===== src/lbc_pkg.sv =====
package lbc_pkg;

   // =========================================================================
   // Command encodings on {csN, rasN, casN, weN}.
   // =========================================================================
   localparam logic [3:0] CMD_NOP       = 4'h7;
   localparam logic [3:0] CMD_ACTIVATE  = 4'h3;
   localparam logic [3:0] CMD_READ      = 4'h5;
   localparam logic [3:0] CMD_WRITE     = 4'h4;
   localparam logic [3:0] CMD_PRECHARGE = 4'h2;
   localparam logic [3:0] CMD_TERMINATE = 4'h6;
   localparam logic [3:0] CMD_REFRESH   = 4'h1;
   localparam logic [3:0] CMD_MODE_LOAD = 4'h0;
   localparam logic [3:0] CMD_DESELECT  = 4'hF;

   // =========================================================================
   // Request codes on the user command port.
   // =========================================================================
   localparam logic [2:0] REQ_ACTIVATE  = 3'h0;
   localparam logic [2:0] REQ_READ      = 3'h1;
   localparam logic [2:0] REQ_WRITE     = 3'h2;
   localparam logic [2:0] REQ_PRECHARGE = 3'h3;
   localparam logic [2:0] REQ_PRE_ALL   = 3'h4;
   localparam logic [2:0] REQ_REFRESH   = 3'h5;
   localparam logic [2:0] REQ_MODE_LOAD = 3'h6;
   localparam logic [2:0] REQ_TERMINATE = 3'h7;

   // =========================================================================
   // Timing in nanoseconds and derived cycle counts at 50 MHz.
   // =========================================================================
   localparam int CLK_PERIOD_PS = 20000;
   localparam int T_RP_NS       = 30;
   localparam int T_RCD_NS      = 30;
   localparam int T_WR_NS       = 15;
   localparam int T_RFC_NS      = 110;
   localparam int T_MRD_NS      = 20;
   localparam int T_XP_NS       = 25;

   function automatic int nsToCyc(input int ns);
      int c;
      c = (ns * 1000 + CLK_PERIOD_PS - 1) / CLK_PERIOD_PS;
      return (c < 1) ? 1 : c;
   endfunction : nsToCyc

   localparam int CYC_RP  = nsToCyc(T_RP_NS);
   localparam int CYC_RCD = nsToCyc(T_RCD_NS);
   localparam int CYC_WR  = nsToCyc(T_WR_NS);
   localparam int CYC_RFC = nsToCyc(T_RFC_NS);
   localparam int CYC_MRD = nsToCyc(T_MRD_NS);
   localparam int CYC_XP  = nsToCyc(T_XP_NS);

   // Burst length in clocks (two data beats per clock) and read latency.
   localparam int BURST_CYC = 2;
   localparam int READ_LAT  = 3;
   localparam int WRITE_END = 1 + BURST_CYC;

   localparam int CNT_W = 8;

   // Bank states, one-hot.
   typedef enum logic [6:0] {
      BK_IDLE    = 7'b0000001,
      BK_ACTING  = 7'b0000010,
      BK_ACTIVE  = 7'b0000100,
      BK_READ    = 7'b0001000,
      BK_WRITE   = 7'b0010000,
      BK_AUTOPRE = 7'b0100000,
      BK_PRECHG  = 7'b1000000
   } lbc_bank_t;

endpackage : lbc_pkg


===== src/lbc_bank.sv =====
`timescale 1ns/1ps
`default_nettype none
module lbc_bank
   import lbc_pkg::*;
(
   input  wire logic             ref_clk,
   input  wire logic             rst,
   input  wire logic             doActivate,
   input  wire logic             doRead,
   input  wire logic             doWrite,
   input  wire logic             doAutoPre,
   input  wire logic             doPrecharge,
   input  wire logic             doTerminate,
   output var  lbc_bank_t        state,
   output var  logic             accessPeriod
);

   logic [CNT_W-1:0] timer_r;    // Delay down-counter.
   logic [CNT_W-1:0] preDelay_r; // Cycles until precharge period of an AP burst.

   // =========================================================================
   // Per-bank state and delay counters.
   // =========================================================================
   // One state per bank, advanced by its own down-counters.
   always_ff @(posedge ref_clk) begin
      if (rst) begin
         state      <= BK_IDLE;
         timer_r    <= '0;
         preDelay_r <= '0;
      end else begin
         if (timer_r != '0) timer_r <= timer_r - CNT_W'(1);
         if (preDelay_r != '0) preDelay_r <= preDelay_r - CNT_W'(1);
         if (doPrecharge) begin
            state   <= BK_PRECHG;
            timer_r <= CNT_W'(CYC_RP - 1);
         end else if (doActivate) begin
            state   <= BK_ACTING;
            timer_r <= CNT_W'(CYC_RCD - 1);
         end else if ((doRead || doWrite) && doAutoPre) begin
            state      <= BK_AUTOPRE;
            preDelay_r <= doRead ? CNT_W'(BURST_CYC - 1)
                                 : CNT_W'(WRITE_END + CYC_WR - 1);
            timer_r    <= doRead ? CNT_W'(BURST_CYC + CYC_RP - 1)
                                 : CNT_W'(WRITE_END + CYC_WR + CYC_RP - 1);
         end else if (doRead) begin
            state   <= BK_READ;
            timer_r <= CNT_W'(READ_LAT + BURST_CYC - 1);
         end else if (doWrite) begin
            state   <= BK_WRITE;
            timer_r <= CNT_W'(WRITE_END + CYC_WR - 1);
         end else if (doTerminate && state == BK_READ) begin
            state   <= BK_ACTIVE;
         end else if (timer_r <= CNT_W'(1)) begin
            unique case (state)
               BK_ACTING:  state <= BK_ACTIVE;
               BK_READ:    state <= BK_ACTIVE;
               BK_WRITE:   state <= BK_ACTIVE;
               BK_AUTOPRE: state <= BK_IDLE;
               BK_PRECHG:  state <= BK_IDLE;
               default:    state <= state;
            endcase
         end
      end
   end

   // Access period of an auto-precharge burst, before its precharge period.
   assign accessPeriod = (state == BK_AUTOPRE) && (preDelay_r != '0);

endmodule : lbc_bank
`default_nettype wire


===== src/lbc_host.sv =====
`timescale 1ns/1ps
`default_nettype none
module lbc_host
   import lbc_pkg::*;
#(
   parameter int BANKS  = 4,
   parameter int ADDR_W = 13
)(
   input  wire logic                ref_clk,
   input  wire logic                rst,
   input  wire logic                reqValid,
   input  wire logic [2:0]          reqCmd,
   input  wire logic [1:0]          reqBank,
   input  wire logic [ADDR_W-1:0]   reqAddr,
   input  wire logic                reqAutoPre,
   output logic                     reqReady,
   output logic                     reqReject,
   output logic                     memCke,
   output logic                     memCsN,
   output logic                     memRasN,
   output logic                     memCasN,
   output logic                     memWeN,
   output logic [1:0]               memBa,
   output logic [ADDR_W-1:0]        memAddr,
   output logic                     memDmMask
);

   // Elaboration checks: the bank select is two bits and address ten is used.
   if (BANKS != 4) begin : gBanksChk
      $error("lbc_host supports four banks only");
   end
   if (ADDR_W < 11) begin : gAddrChk
      $error("lbc_host needs address bit ten");
   end

   lbc_bank_t           bankState [BANKS];
   logic [BANKS-1:0]    bankAccess;
   logic [BANKS-1:0]    bankAct, bankRd, bankWr, bankPre;
   logic                issue, issueAutoPre, issueTerm;
   logic                legal;
   logic [CNT_W-1:0]    globalWait_r;  // Refresh / mode-load / precharge-all hold.
   logic [CNT_W-1:0]    ckeWait_r;     // Exit time after clock enable rises.
   logic                ckeEn_r;
   logic [1:0]          lastReadBank_r;
   logic                lastReadLive_r;
   logic [CNT_W-1:0]    readData_r;    // Cycles until read data finished.
   logic [CNT_W-1:0]    writeData_r;   // Cycles until write data finished.
   logic                allIdle;
   lbc_bank_t           tgt;
   logic                othersAccess;

   // =========================================================================
   // Per-bank trackers.
   // =========================================================================
   for (genvar b = 0; b < BANKS; b++) begin : gBank
      lbc_bank uBank (
         .ref_clk      (ref_clk),
         .rst          (rst),
         .doActivate   (bankAct[b]),
         .doRead       (bankRd[b]),
         .doWrite      (bankWr[b]),
         .doAutoPre    (issueAutoPre),
         .doPrecharge  (bankPre[b]),
         .doTerminate  (issueTerm && lastReadLive_r && lastReadBank_r == 2'(b)),
         .state        (bankState[b]),
         .accessPeriod (bankAccess[b])
      );
   end

   // =========================================================================
   // Legality check of the pending request.
   // =========================================================================
   // Every check below keeps the pins to the listed legal combinations.
   always_comb begin
      allIdle = 1'b1;
      othersAccess = 1'b0;
      for (int i = 0; i < BANKS; i++) begin
         if (bankState[i] != BK_IDLE) allIdle = 1'b0;
         if (i != int'(reqBank) && bankAccess[i]) othersAccess = 1'b1;
      end
      tgt   = bankState[reqBank];
      legal = 1'b0;
      if (ckeEn_r && globalWait_r == '0) begin
         unique case (reqCmd)
            REQ_ACTIVATE:  legal = (tgt == BK_IDLE);
            REQ_READ:      legal = (tgt == BK_ACTIVE || tgt == BK_READ ||
                                    tgt == BK_WRITE) && !othersAccess;
            REQ_WRITE:     legal = (tgt == BK_ACTIVE || tgt == BK_WRITE ||
                                    tgt == BK_READ) && !othersAccess
                                   && readData_r == '0;
            REQ_PRECHARGE: legal = (tgt == BK_ACTIVE || tgt == BK_READ ||
                                    tgt == BK_WRITE || tgt == BK_IDLE);
            REQ_PRE_ALL:   legal = 1'b1;
            REQ_REFRESH:   legal = allIdle && readData_r == '0 && writeData_r == '0;
            REQ_MODE_LOAD: legal = allIdle && readData_r == '0 && writeData_r == '0;
            REQ_TERMINATE: legal = lastReadLive_r && readData_r != '0;
            default:       legal = 1'b0;
         endcase
         // A bank activating, precharging or in auto precharge takes nothing.
         if (reqCmd == REQ_PRE_ALL) begin
            for (int i = 0; i < BANKS; i++) begin
               if (bankState[i] == BK_ACTING || bankState[i] == BK_AUTOPRE ||
                   bankState[i] == BK_PRECHG) legal = 1'b0;
            end
         end
      end
      // A request still held while its answer shows is the one just answered.
      issue        = reqValid && legal && !reqReady && !reqReject;
      issueAutoPre = issue && reqAutoPre &&
                     (reqCmd == REQ_READ || reqCmd == REQ_WRITE);
      issueTerm    = issue && reqCmd == REQ_TERMINATE;
      for (int i = 0; i < BANKS; i++) begin
         bankAct[i] = issue && reqCmd == REQ_ACTIVATE && reqBank == 2'(i);
         bankRd[i]  = issue && reqCmd == REQ_READ && reqBank == 2'(i);
         bankWr[i]  = issue && reqCmd == REQ_WRITE && reqBank == 2'(i);
         bankPre[i] = issue && ((reqCmd == REQ_PRECHARGE && reqBank == 2'(i)) ||
                      (reqCmd == REQ_PRE_ALL && bankState[i] != BK_IDLE));
      end
   end

   // =========================================================================
   // Clock enable and exit delay.
   // =========================================================================
   // Clock enable rises after reset; commands wait the exit time.
   always_ff @(posedge ref_clk) begin
      if (rst) begin
         memCke    <= 1'b0;
         ckeWait_r <= CNT_W'(CYC_XP);
         ckeEn_r   <= 1'b0;
      end else begin
         memCke <= 1'b1;
         if (memCke && ckeWait_r != '0) ckeWait_r <= ckeWait_r - CNT_W'(1);
         ckeEn_r <= memCke && ckeWait_r == '0;
      end
   end

   // =========================================================================
   // Global holds for refresh, mode load and precharge-all.
   // =========================================================================
   always_ff @(posedge ref_clk) begin
      if (rst) begin
         globalWait_r <= '0;
      end else if (issue && reqCmd == REQ_REFRESH) begin
         globalWait_r <= CNT_W'(CYC_RFC - 1);
      end else if (issue && reqCmd == REQ_MODE_LOAD) begin
         globalWait_r <= CNT_W'(CYC_MRD - 1);
      end else if (issue && reqCmd == REQ_PRE_ALL) begin
         globalWait_r <= CNT_W'(CYC_RP - 1);
      end else if (globalWait_r != '0) begin
         globalWait_r <= globalWait_r - CNT_W'(1);
      end
   end

   // =========================================================================
   // Data bus occupancy and most recent read.
   // =========================================================================
   always_ff @(posedge ref_clk) begin
      if (rst) begin
         readData_r     <= '0;
         writeData_r    <= '0;
         lastReadBank_r <= '0;
         lastReadLive_r <= 1'b0;
         memDmMask      <= 1'b0;
      end else begin
         if (readData_r != '0) readData_r <= readData_r - CNT_W'(1);
         if (writeData_r != '0) writeData_r <= writeData_r - CNT_W'(1);
         if (issue && reqCmd == REQ_READ) begin
            readData_r     <= CNT_W'(READ_LAT + BURST_CYC - 1);
            lastReadBank_r <= reqBank;
            lastReadLive_r <= !reqAutoPre;
         end else if (issueTerm) begin
            readData_r     <= '0;
            lastReadLive_r <= 1'b0;
         end
         if (issue && reqCmd == REQ_WRITE) writeData_r <= CNT_W'(WRITE_END);
         // Mask remaining write beats when a read cuts in.
         memDmMask <= (issue && reqCmd == REQ_READ && writeData_r > CNT_W'(1)) ||
                      (memDmMask && writeData_r > CNT_W'(1));
      end
   end

   // =========================================================================
   // Command pins, registered so they are stable at the device edge.
   // =========================================================================
   always_ff @(posedge ref_clk) begin
      if (rst) begin
         {memCsN, memRasN, memCasN, memWeN} <= CMD_DESELECT;
         memBa     <= '0;
         memAddr   <= '0;
         reqReady  <= 1'b0;
         reqReject <= 1'b0;
      end else begin
         reqReady  <= issue;
         reqReject <= reqValid && !legal && !reqReady && !reqReject;
         memBa     <= reqBank;
         memAddr   <= reqAddr;
         {memCsN, memRasN, memCasN, memWeN} <= CMD_NOP;
         if (issue) begin
            unique case (reqCmd)
               REQ_ACTIVATE:  {memCsN, memRasN, memCasN, memWeN} <= CMD_ACTIVATE;
               REQ_READ:      {memCsN, memRasN, memCasN, memWeN} <= CMD_READ;
               REQ_WRITE:     {memCsN, memRasN, memCasN, memWeN} <= CMD_WRITE;
               REQ_PRECHARGE: {memCsN, memRasN, memCasN, memWeN} <= CMD_PRECHARGE;
               REQ_PRE_ALL:   {memCsN, memRasN, memCasN, memWeN} <= CMD_PRECHARGE;
               REQ_REFRESH:   {memCsN, memRasN, memCasN, memWeN} <= CMD_REFRESH;
               REQ_MODE_LOAD: {memCsN, memRasN, memCasN, memWeN} <= CMD_MODE_LOAD;
               REQ_TERMINATE: {memCsN, memRasN, memCasN, memWeN} <= CMD_TERMINATE;
               default:       {memCsN, memRasN, memCasN, memWeN} <= CMD_NOP;
            endcase
            // Address ten carries auto precharge or the all-banks select.
            if (reqCmd == REQ_READ || reqCmd == REQ_WRITE) memAddr[10] <= reqAutoPre;
            if (reqCmd == REQ_PRECHARGE) memAddr[10] <= 1'b0;
            if (reqCmd == REQ_PRE_ALL) memAddr[10] <= 1'b1;
         end
      end
   end

endmodule : lbc_host
`default_nettype wire


===== config.mk =====
export PLATFORM = sky130hd
export DESIGN_NAME = lbc_host
export DESIGN_NICKNAME = d
export VERILOG_FILES = /design/src/lbc_pkg.sv /design/src/lbc_bank.sv /design/src/lbc_host.sv
export SDC_FILE = /design/constraint.sdc
export NUM_CORES = 1
export LEC_CHECK = 0
export ABC_AREA = 1
export CORE_ASPECT_RATIO = 1.4
export CORE_UTILIZATION = 42
export CTS_BUF_LIST = sky130_fd_sc_hd__clkbuf_8 sky130_fd_sc_hd__clkbuf_16
export CTS_CLUSTER_SIZE = 25
export DETAILED_ROUTE_END_ITERATION = 12
export DONT_BUFFER_PORTS = 1
export PLACE_DENSITY = 0.52
export SLEW_MARGIN = 5
export SYNTH_ARGS = -nofsm -noshare
export SYNTH_HDL_FRONTEND = slang
export SYNTH_SLANG_ARGS = --single-unit
export TNS_END_PERCENT = 5

===== constraint.sdc =====
create_clock -name ref_clk -period 3.7 [get_ports ref_clk]
set_clock_uncertainty 0.2 [all_clocks]
set_input_delay 0.185 -clock ref_clk [delete_from_list [all_inputs] [get_ports ref_clk]]
set_output_delay 0.185 -clock ref_clk [all_outputs]
set_load 0.005 [all_outputs]

Word-level counts from Yosys, hierarchy flattened. Memory sizes are Yosys's and may differ from the RTL's. A register that Yosys moved wholly into a read port is not among the register bits. Cells that the tools add are included.

Bits in writable memories: 0. Logic and storage cells: 469. Memory bits (read-only): 24. Output and inout bits: 23. Memories kept: 1. Bits in latches: 0. Flip-flop bits (word level): 148. Bits of input ports: 22.

Div/mod/pow operators: 0. Equal/unequal tests: 44. $lt $le $gt $ge: 6. Shifts and indexed selects: 0. Bitwise gates (word level): 2. Mux-type cells: 115. $add $sub $neg: 12. Multipliers: 0. Reductions and logical operators: 236.

Memory list: (name not given) (depth 8, width 3, read ports 1, clocked after memory_dff 1, wr ports 0, line lbc_host.sv:199) `unique case (reqCmd)`.

Operator list (number): 8-bit two-way mux (32); 7-bit two-way mux (30); 8-bit nonzero test (16); 8-bit by 1-bit subtractor with 8-bit output (second input constant) (12); 6-bit nonzero test (12); 1-bit logical AND (71); 7-bit one-hot mux with 2 select lines (4); 7-bit nonzero test (8); 4-bit nonzero test (13); 2-bit AND reduction (24); 5-bit nonzero test (8); 7-bit by 4-bit equality test with 1-bit output (second input constant) (5); 7-bit by 5-bit equality test with 1-bit output (second input constant) (5); 3-bit two-way mux (11); 8-bit by 1-bit less-or-equal comparator with 1-bit output (second input constant) (4); 8-bit logical NOT (4); 1-bit two-way mux (30); 7-bit by 2-bit equality test with 1-bit output (second input constant) (4); 7-bit by 6-bit equality test with 1-bit output (second input constant) (4); 7-bit equality test (second input constant) (4); 7-bit by 1-bit inequality test with 1-bit output (second input constant) (4); 3-bit nonzero test (9); 3-bit OR reduction (9); 6-bit OR reduction (4); 24 further kinds (88).

Logic depth before layout (Yosys ltp).
Word-level depth: 30. Mapped depth: 22. Depth with buffers taken out: 22.

Cells and area by module. A second synthesis with hierarchy kept.

Cells, all modules: 1329. Area total of the unflattened synthesis: 9003.6 µm².

By module, submodules not included: lbc_bank (gBank[0].uBank ...) (sequential area each 460.4 µm², instances 3, cells an instance 197, area each 1392.6 µm²); lbc_host (sequential area each 1181.1 µm², instances 1, cells an instance 540, area each 3462.1 µm²); lbc_bank (gBank[3].uBank) (sequential area each 460.4 µm², instances 1, cells an instance 198, area each 1363.8 µm²).

Worst setup path after synthesis. No wires, ideal clock.

Kind: flip-flop to flip-flop. From: register globalWait_r[0]. To: register gBank[2].uBank.timer_r[4]. Clock period less this slack: 2.623 ns. Path slack: 1.077 ns. Stages on the path, launching flop included: 20. Buffers on the path: 1. Arrival: 2.308 ns. Required time: 3.385 ns. Setup time: 0.115 ns. Path through: dfxtp_1 > inv_1 > ha_1 > nand2_1 > inv_2 > nand3_2 > or2_4 > nor2_8 > nand2_1 > a21oi_2 > nand3_4 > buf_12 > nor2_8 > inv_1 > nor2_2 > nor2_4 > nand2_2 > nor2_4 > o21ai_1 > nor2_1.

Word-level cells in the longest chain between the ends: 11. Elaborated cells between the ends (all ways): 22. Those cells by class: 4 x mux; 18 x reduce/logical.

RTL lines: start: declaration (line lbc_host.sv:41) `logic [CNT_W-1:0] globalWait_r;`; start signal: assignment (line lbc_host.sv:144) `globalWait_r <= CNT_W'(CYC_RFC - 1);`; start signal: assignment (line lbc_host.sv:146) `globalWait_r <= CNT_W'(CYC_MRD - 1);`; start signal: assignment (line lbc_host.sv:148) `globalWait_r <= CNT_W'(CYC_RP - 1);`; 8-bit logical NOT (*) (line lbc_host.sv:83) `if (ckeEn_r && globalWait_r == '0) begin`; 1-bit logical AND (*) (line lbc_host.sv:83); 1-bit two-way mux (*) (line lbc_host.sv:83); 1-bit logical AND (*) (3 in a row) (line lbc_host.sv:108) `issue = reqValid && legal && !reqReady && !reqReject;`; 1-bit logical AND (on tied branches) (2 in a row) (line lbc_host.sv:115, lbc_host.sv:114); 8-bit two-way mux or 1-bit logical OR (tied branches) (line lbc_bank.sv:48, lbc_bank.sv:39); 8-bit two-way mux or 1-bit logical AND (tied branches) (line lbc_bank.sv:45, lbc_bank.sv:39); 8-bit two-way mux or 4-bit nonzero test (tied branches); end signal: assignment (line lbc_bank.sv:38) `timer_r <= CNT_W'(CYC_RCD - 1);`; end signal: assignment (line lbc_bank.sv:47) `timer_r <= CNT_W'(READ_LAT + BURST_CYC - 1);`; end signal: assignment (line lbc_bank.sv:50) `timer_r <= CNT_W'(WRITE_END + CYC_WR - 1);`; end: declaration (line lbc_bank.sv:18) `logic [CNT_W-1:0] timer_r;`.

Mark *: on every way between the ends. The rest lies on a longest branch, timed or not. A chain may end at the register's enable or synchronous reset.

Worst setup path in the final report.
From: input reqBank[1]. To: register gBank[0].uBank.preDelay_r[2].

Word-level cells in the longest chain between the ends: 26. Elaborated cells between the ends (all ways): 56. Those cells by class: 7 x eq/ne; 17 x mux; 1 x bitwise; 31 x reduce/logical.

RTL lines: start: declaration (line lbc_host.sv:13) `input wire logic [1:0] reqBank,`; 2-bit NOT with 3-bit output (implied by the code) or 2-bit nonzero test (tied branches) (line lbc_host.sv:81, lbc_host.sv:79); 7-bit binary-select mux with 2-bit select or 1-bit logical AND (tied branches) (line lbc_host.sv:81, lbc_host.sv:79); 7-bit two-way mux (implied by the code) or 1-bit two-way mux (tied branches) (2 in a row) (line lbc_host.sv:81, lbc_host.sv:79); 7-bit by 3-bit equality test with 1-bit output, or another cell as far along (line lbc_host.sv:86, lbc_host.sv:88, lbc_host.sv:91); 1-bit logical OR or 1-bit two-way mux (tied branches) (line lbc_host.sv:88, lbc_host.sv:79); 1-bit logical OR or 1-bit logical NOT (tied branches) (line lbc_host.sv:88, lbc_host.sv:87, lbc_host.sv:89); 1-bit logical AND (line lbc_host.sv:89) `tgt == BK_READ) && !othersAccess`; 1-bit logical AND (line lbc_host.sv:90) `&& readData_r == '0;`; [... 6 more ...]; 1-bit two-way mux (line lbc_host.sv:83); 1-bit logical AND (3 in a row) (line lbc_host.sv:108); 1-bit logical AND (on tied branches) (2 in a row) (line lbc_host.sv:114, lbc_host.sv:115); 1-bit logical OR (line lbc_bank.sv:39) `end else if ((doRead || doWrite) && doAutoPre) begin`; 1-bit logical AND (line lbc_bank.sv:39); 8-bit two-way mux (line lbc_bank.sv:39); 8-bit two-way mux (line lbc_bank.sv:36) `end else if (doActivate) begin`; 8-bit two-way mux (*) (line lbc_bank.sv:33) `if (doPrecharge) begin`; end signal: assignment (line lbc_bank.sv:32) `if (preDelay_r != '0) preDelay_r <= preDelay_r - CNT_W'(1);`; end signal: assignment (line lbc_bank.sv:41) `preDelay_r <= doRead ? CNT_W'(BURST_CYC - 1)`; end: declaration (line lbc_bank.sv:19) `logic [CNT_W-1:0] preDelay_r;`.

Mark *: on every way between the ends. The rest lies on a longest branch, timed or not. The select of a mux whose other input is x is not followed.

==> results.yml <==
global_routing:
  grt_usage: 0.211
  antenna_found_initial: 0
  grt_max_degree: 43
  grt-ovfl-total: 0
  grt_pass1_wl_um: 33700
  grt_pass1_vias: 7064
synth:
  synth_seq_cells: 151
  synth-async-reset-ratio: 0
  synthTopCellsByCount: "nand2_1 (237), nor2_1 (178), inv_1 (163)"
  synthTopCellsByArea: "dfxtp_1 (37%), nand2_1 (11%), nor2_1 (8.2%), inv_1 (7.5%), a21oi_1 (4.5%)"
  synthesis.nets: 1210
  synth_most_common_cell: "nand2_1"
  yosysTopAreaCell: "dfxtp_1"
  yosysWarnings: 0
  synthFlopType: "dfxtp_1"
  ys_seq_area_frac: 0.369
  synth-edff-count: 0
  synth_top_area_frac: 0.369
  synthCells: 1165
  synth_area_um2: 8200
  syn-mean-instance-area_um2: 7.04
  synth_cell_types: 56
run_status:
  outcome: "completed"
floorplanning:
  chipWidth_um: 120
  die_h_um: 167
  core_area_um2: 19100
  die-area_um2: 20100
  rows: 60
  start_util: 0.428
  io_pins: 45
routing:
  drc: 0
  first_pass_iters: 4
  ant_nets: 0
  via_count: 7163
  viasPerCell: 4.91
  drt_first_iter_violations: 322
  postRouteWirelength_um: 19900
  drt-wirelength-per-cell_um: 13.7
final_layout:
  insertedDiodeCount: 0
  syn2layout_area_growth_pct: 13.1
  drive_above_1_share: 0.0982
  n_fill_cell: 1998
  final_nets: 1244
timing:
  layout_min_cycle_time_ns: 3.33
  grt_setup_unrepaired: "no"
  hold_viol: 0
  setup_slack_ns: 0.365
  finalMaxSlewViolations: 0
  setup_tns_ns: 0
  whs_ns: 0.0144
  max_freq_mhz: 300
  setup-violations-final: 0
  worstMarginPinSlew_ns: 0.612
  min_period_over_period: 0.901
  slew_headroom: 0.592
clock_tree:
  cts_buffers: 17
  clkLatencyLatePin_ns: 0.43
  ctsHtreeMaxLevel: 4
  clkTransAtPathRegs_ns: 0.07
  cts_tree: "done"
  clock_path_buffers: 2
  cts-root-buf: "clkbuf_16"
  post_cts_buffers: 0
  cts_sinks: 151
setup_path:
  cp_top_family: "simple AND/OR/NAND/NOR gates"
  cp-end-kind: "flop"
  crit_path_start_kind: "input pin"
  critPathBufInv: 1
  critPathMaxStageDelay_ns: 0.91
  cpMostUsedCell: "nand2_1"
  worst_ep_arrival_time_ns: 3.44
  setup.worst_path.class: "in -> reg"
  cpMaxStageDelayCell: "dlygate4sd3_1"
  crit_required_ns: 3.81
  cp_max_fo: 7
  path_cells: "dlygate4sd3_1 -> nand2_1 -> o21ai_0 -> nor2_1 -> nand3_1 -> nand2_1 -> nor2_1 -> nand2_1 -> nand3_2 -> nand3_4 -> nor2_4 -> nand2_1 -> nand2_2 -> nand3_2 -> nand3_1 -> a21oi_1"
power_and_ir_drop:
  leakage_nw: 4.36
  peakVddDrop_v: 0.000394
  p_per_area_nw_per_um2: 741
placed_design:
  io_buffers: 0
  dp_slack_ns: 0.398
  dpl.hpwl_um: 14700
  gp_congestion: 0.829
job:
  maxCapViolCount: 0
worst_hold_path:
  min_path_type: "in -> reg"
==> worst paths after layout <==
check / startpoint / cells after the start / end / slack (ns)
setup reg to reg: gBank[2].uBank.preDelay_r[0] / 19 / gBank[0].uBank.preDelay_r[2] / 0.42
setup / recovery: reqBank[1] / 16 / gBank[0].uBank.preDelay_r[2] / 0.37
hold / removal: reqCmd[2] / 5 / writeData_r[1] / 0.01
hold reg to reg: gBank[2].uBank.timer_r[7] / 2 / gBank[2].uBank.timer_r[7] / 0.26
==> layout by cell type, fill, tap and decap left out, drive strengths merged, types with 4 or more instances in the layout <==
master	n
ha	23
nor4	6
nor3	26
buf	4
inv	181
xor2	31
dlygate4sd3	23
nand3b	5
clkinv	4
clkbuf	17
dfxtp	151
xnor2	16
nand3	81
a31oi	6
nand4	21
a211oi	8
or2	11
nand2	258
o21ai	31
nor3b	4
a21oi	79
nor2	200
==> repair_timing <==
action                     in CTS  in global routing
setup endpoints to repair       0                 94
gates resized for setup         0                  1
hold buffers                   25                  0
hold endpoints to repair       88                  0
==> cells by family after synthesis <==
group	count (synthesis)	synth area share
mux	1	0.00122
flops	151	0.369
buf+inv	187	0.0919
simple gates	616	0.353
compound gates	140	0.100
xor+xnor	47	0.0502
fa+ha+maj	23	0.0351
==> worst register-to-register path, cell delays in order, from the launching register on <==
cell	delay, ns
dfxtp_1	0.30
inv_1	0.12
ha_1	0.16
inv_1	0.05
nor2_1	0.13
nand4_1	0.25
nand2_1	0.21
nand2_1	0.11
nor2_1	0.11
nand2_1	0.05
nand2_1	0.05
nand2_1	0.06
nand3_2	0.10
nand3_4	0.17
nor2_4	0.29
nand2_1	0.20
nand2_2	0.19
nand3_2	0.13
nand3_1	0.23
a21oi_1	0.07
==> layout make-up <==
| class | instances | area [um^2] | area share |
|---|---|---|---|
| Clock buffer | 17 | 425 | 0.0459 |
| Clock inverter | 15 | 143 | 0.0154 |
| Inverter | 174 | 661 | 0.0713 |
| Multi-Input combinational cell | 827 | 4420 | 0.477 |
| Sequential cell | 151 | 3020 | 0.326 |
| Tap cell | 248 | 310 | 0.0335 |
| Timing Repair Buffer | 28 | 285 | 0.0308 |
==> report_power, final <==
| group | switching [mW] | internal (mW) | total [mW] |
|---|---|---|---|
| clock network | 0.770 | 0.942 | 1.71 |
| registers | 0.309 | 2.07 | 2.38 |
| logic | 1.64 | 1.14 | 2.78 |
==> per-layer routing <==
layer | track usage | part of all wire | routed length (um)
met4 | 0.0810 | 0.025 | 499
met1 | 0.251 | 0.45 | 9030
met5 | 0 | 0 | 0
met2 | 0.369 | 0.49 | 9790
met3 | 0.0392 | 0.031 | 619
==> per-stage QoR <==
step / power, mW / cells / utilization / cell area [um^2]
global route: 7.52 / 1460 / 0.484 / 9270
CTS: 6.94 / 1460 / 0.484 / 9270
global placement: 5.16 / 1403 / 0.441 / 8440
detailed placement: 5.16 / 1403 / 0.441 / 8440
finish: 6.86 / 1460 / 0.484 / 9270
floorplan: 4.66 / 1165 / - / 8200
==> state kept, by name, indices dropped and copies added, names as in the netlist, 2 cells and up <==
register and cells:
ckeWait_r 8, globalWait_r 8, memBa 2, memAddr 13, gBank.uBank.preDelay_r 32, lastReadBank_r 2, gBank.uBank.state 28, writeData_r 8
readData_r 8, gBank.uBank.timer_r 32
Power figures use the tool's default switching activity.
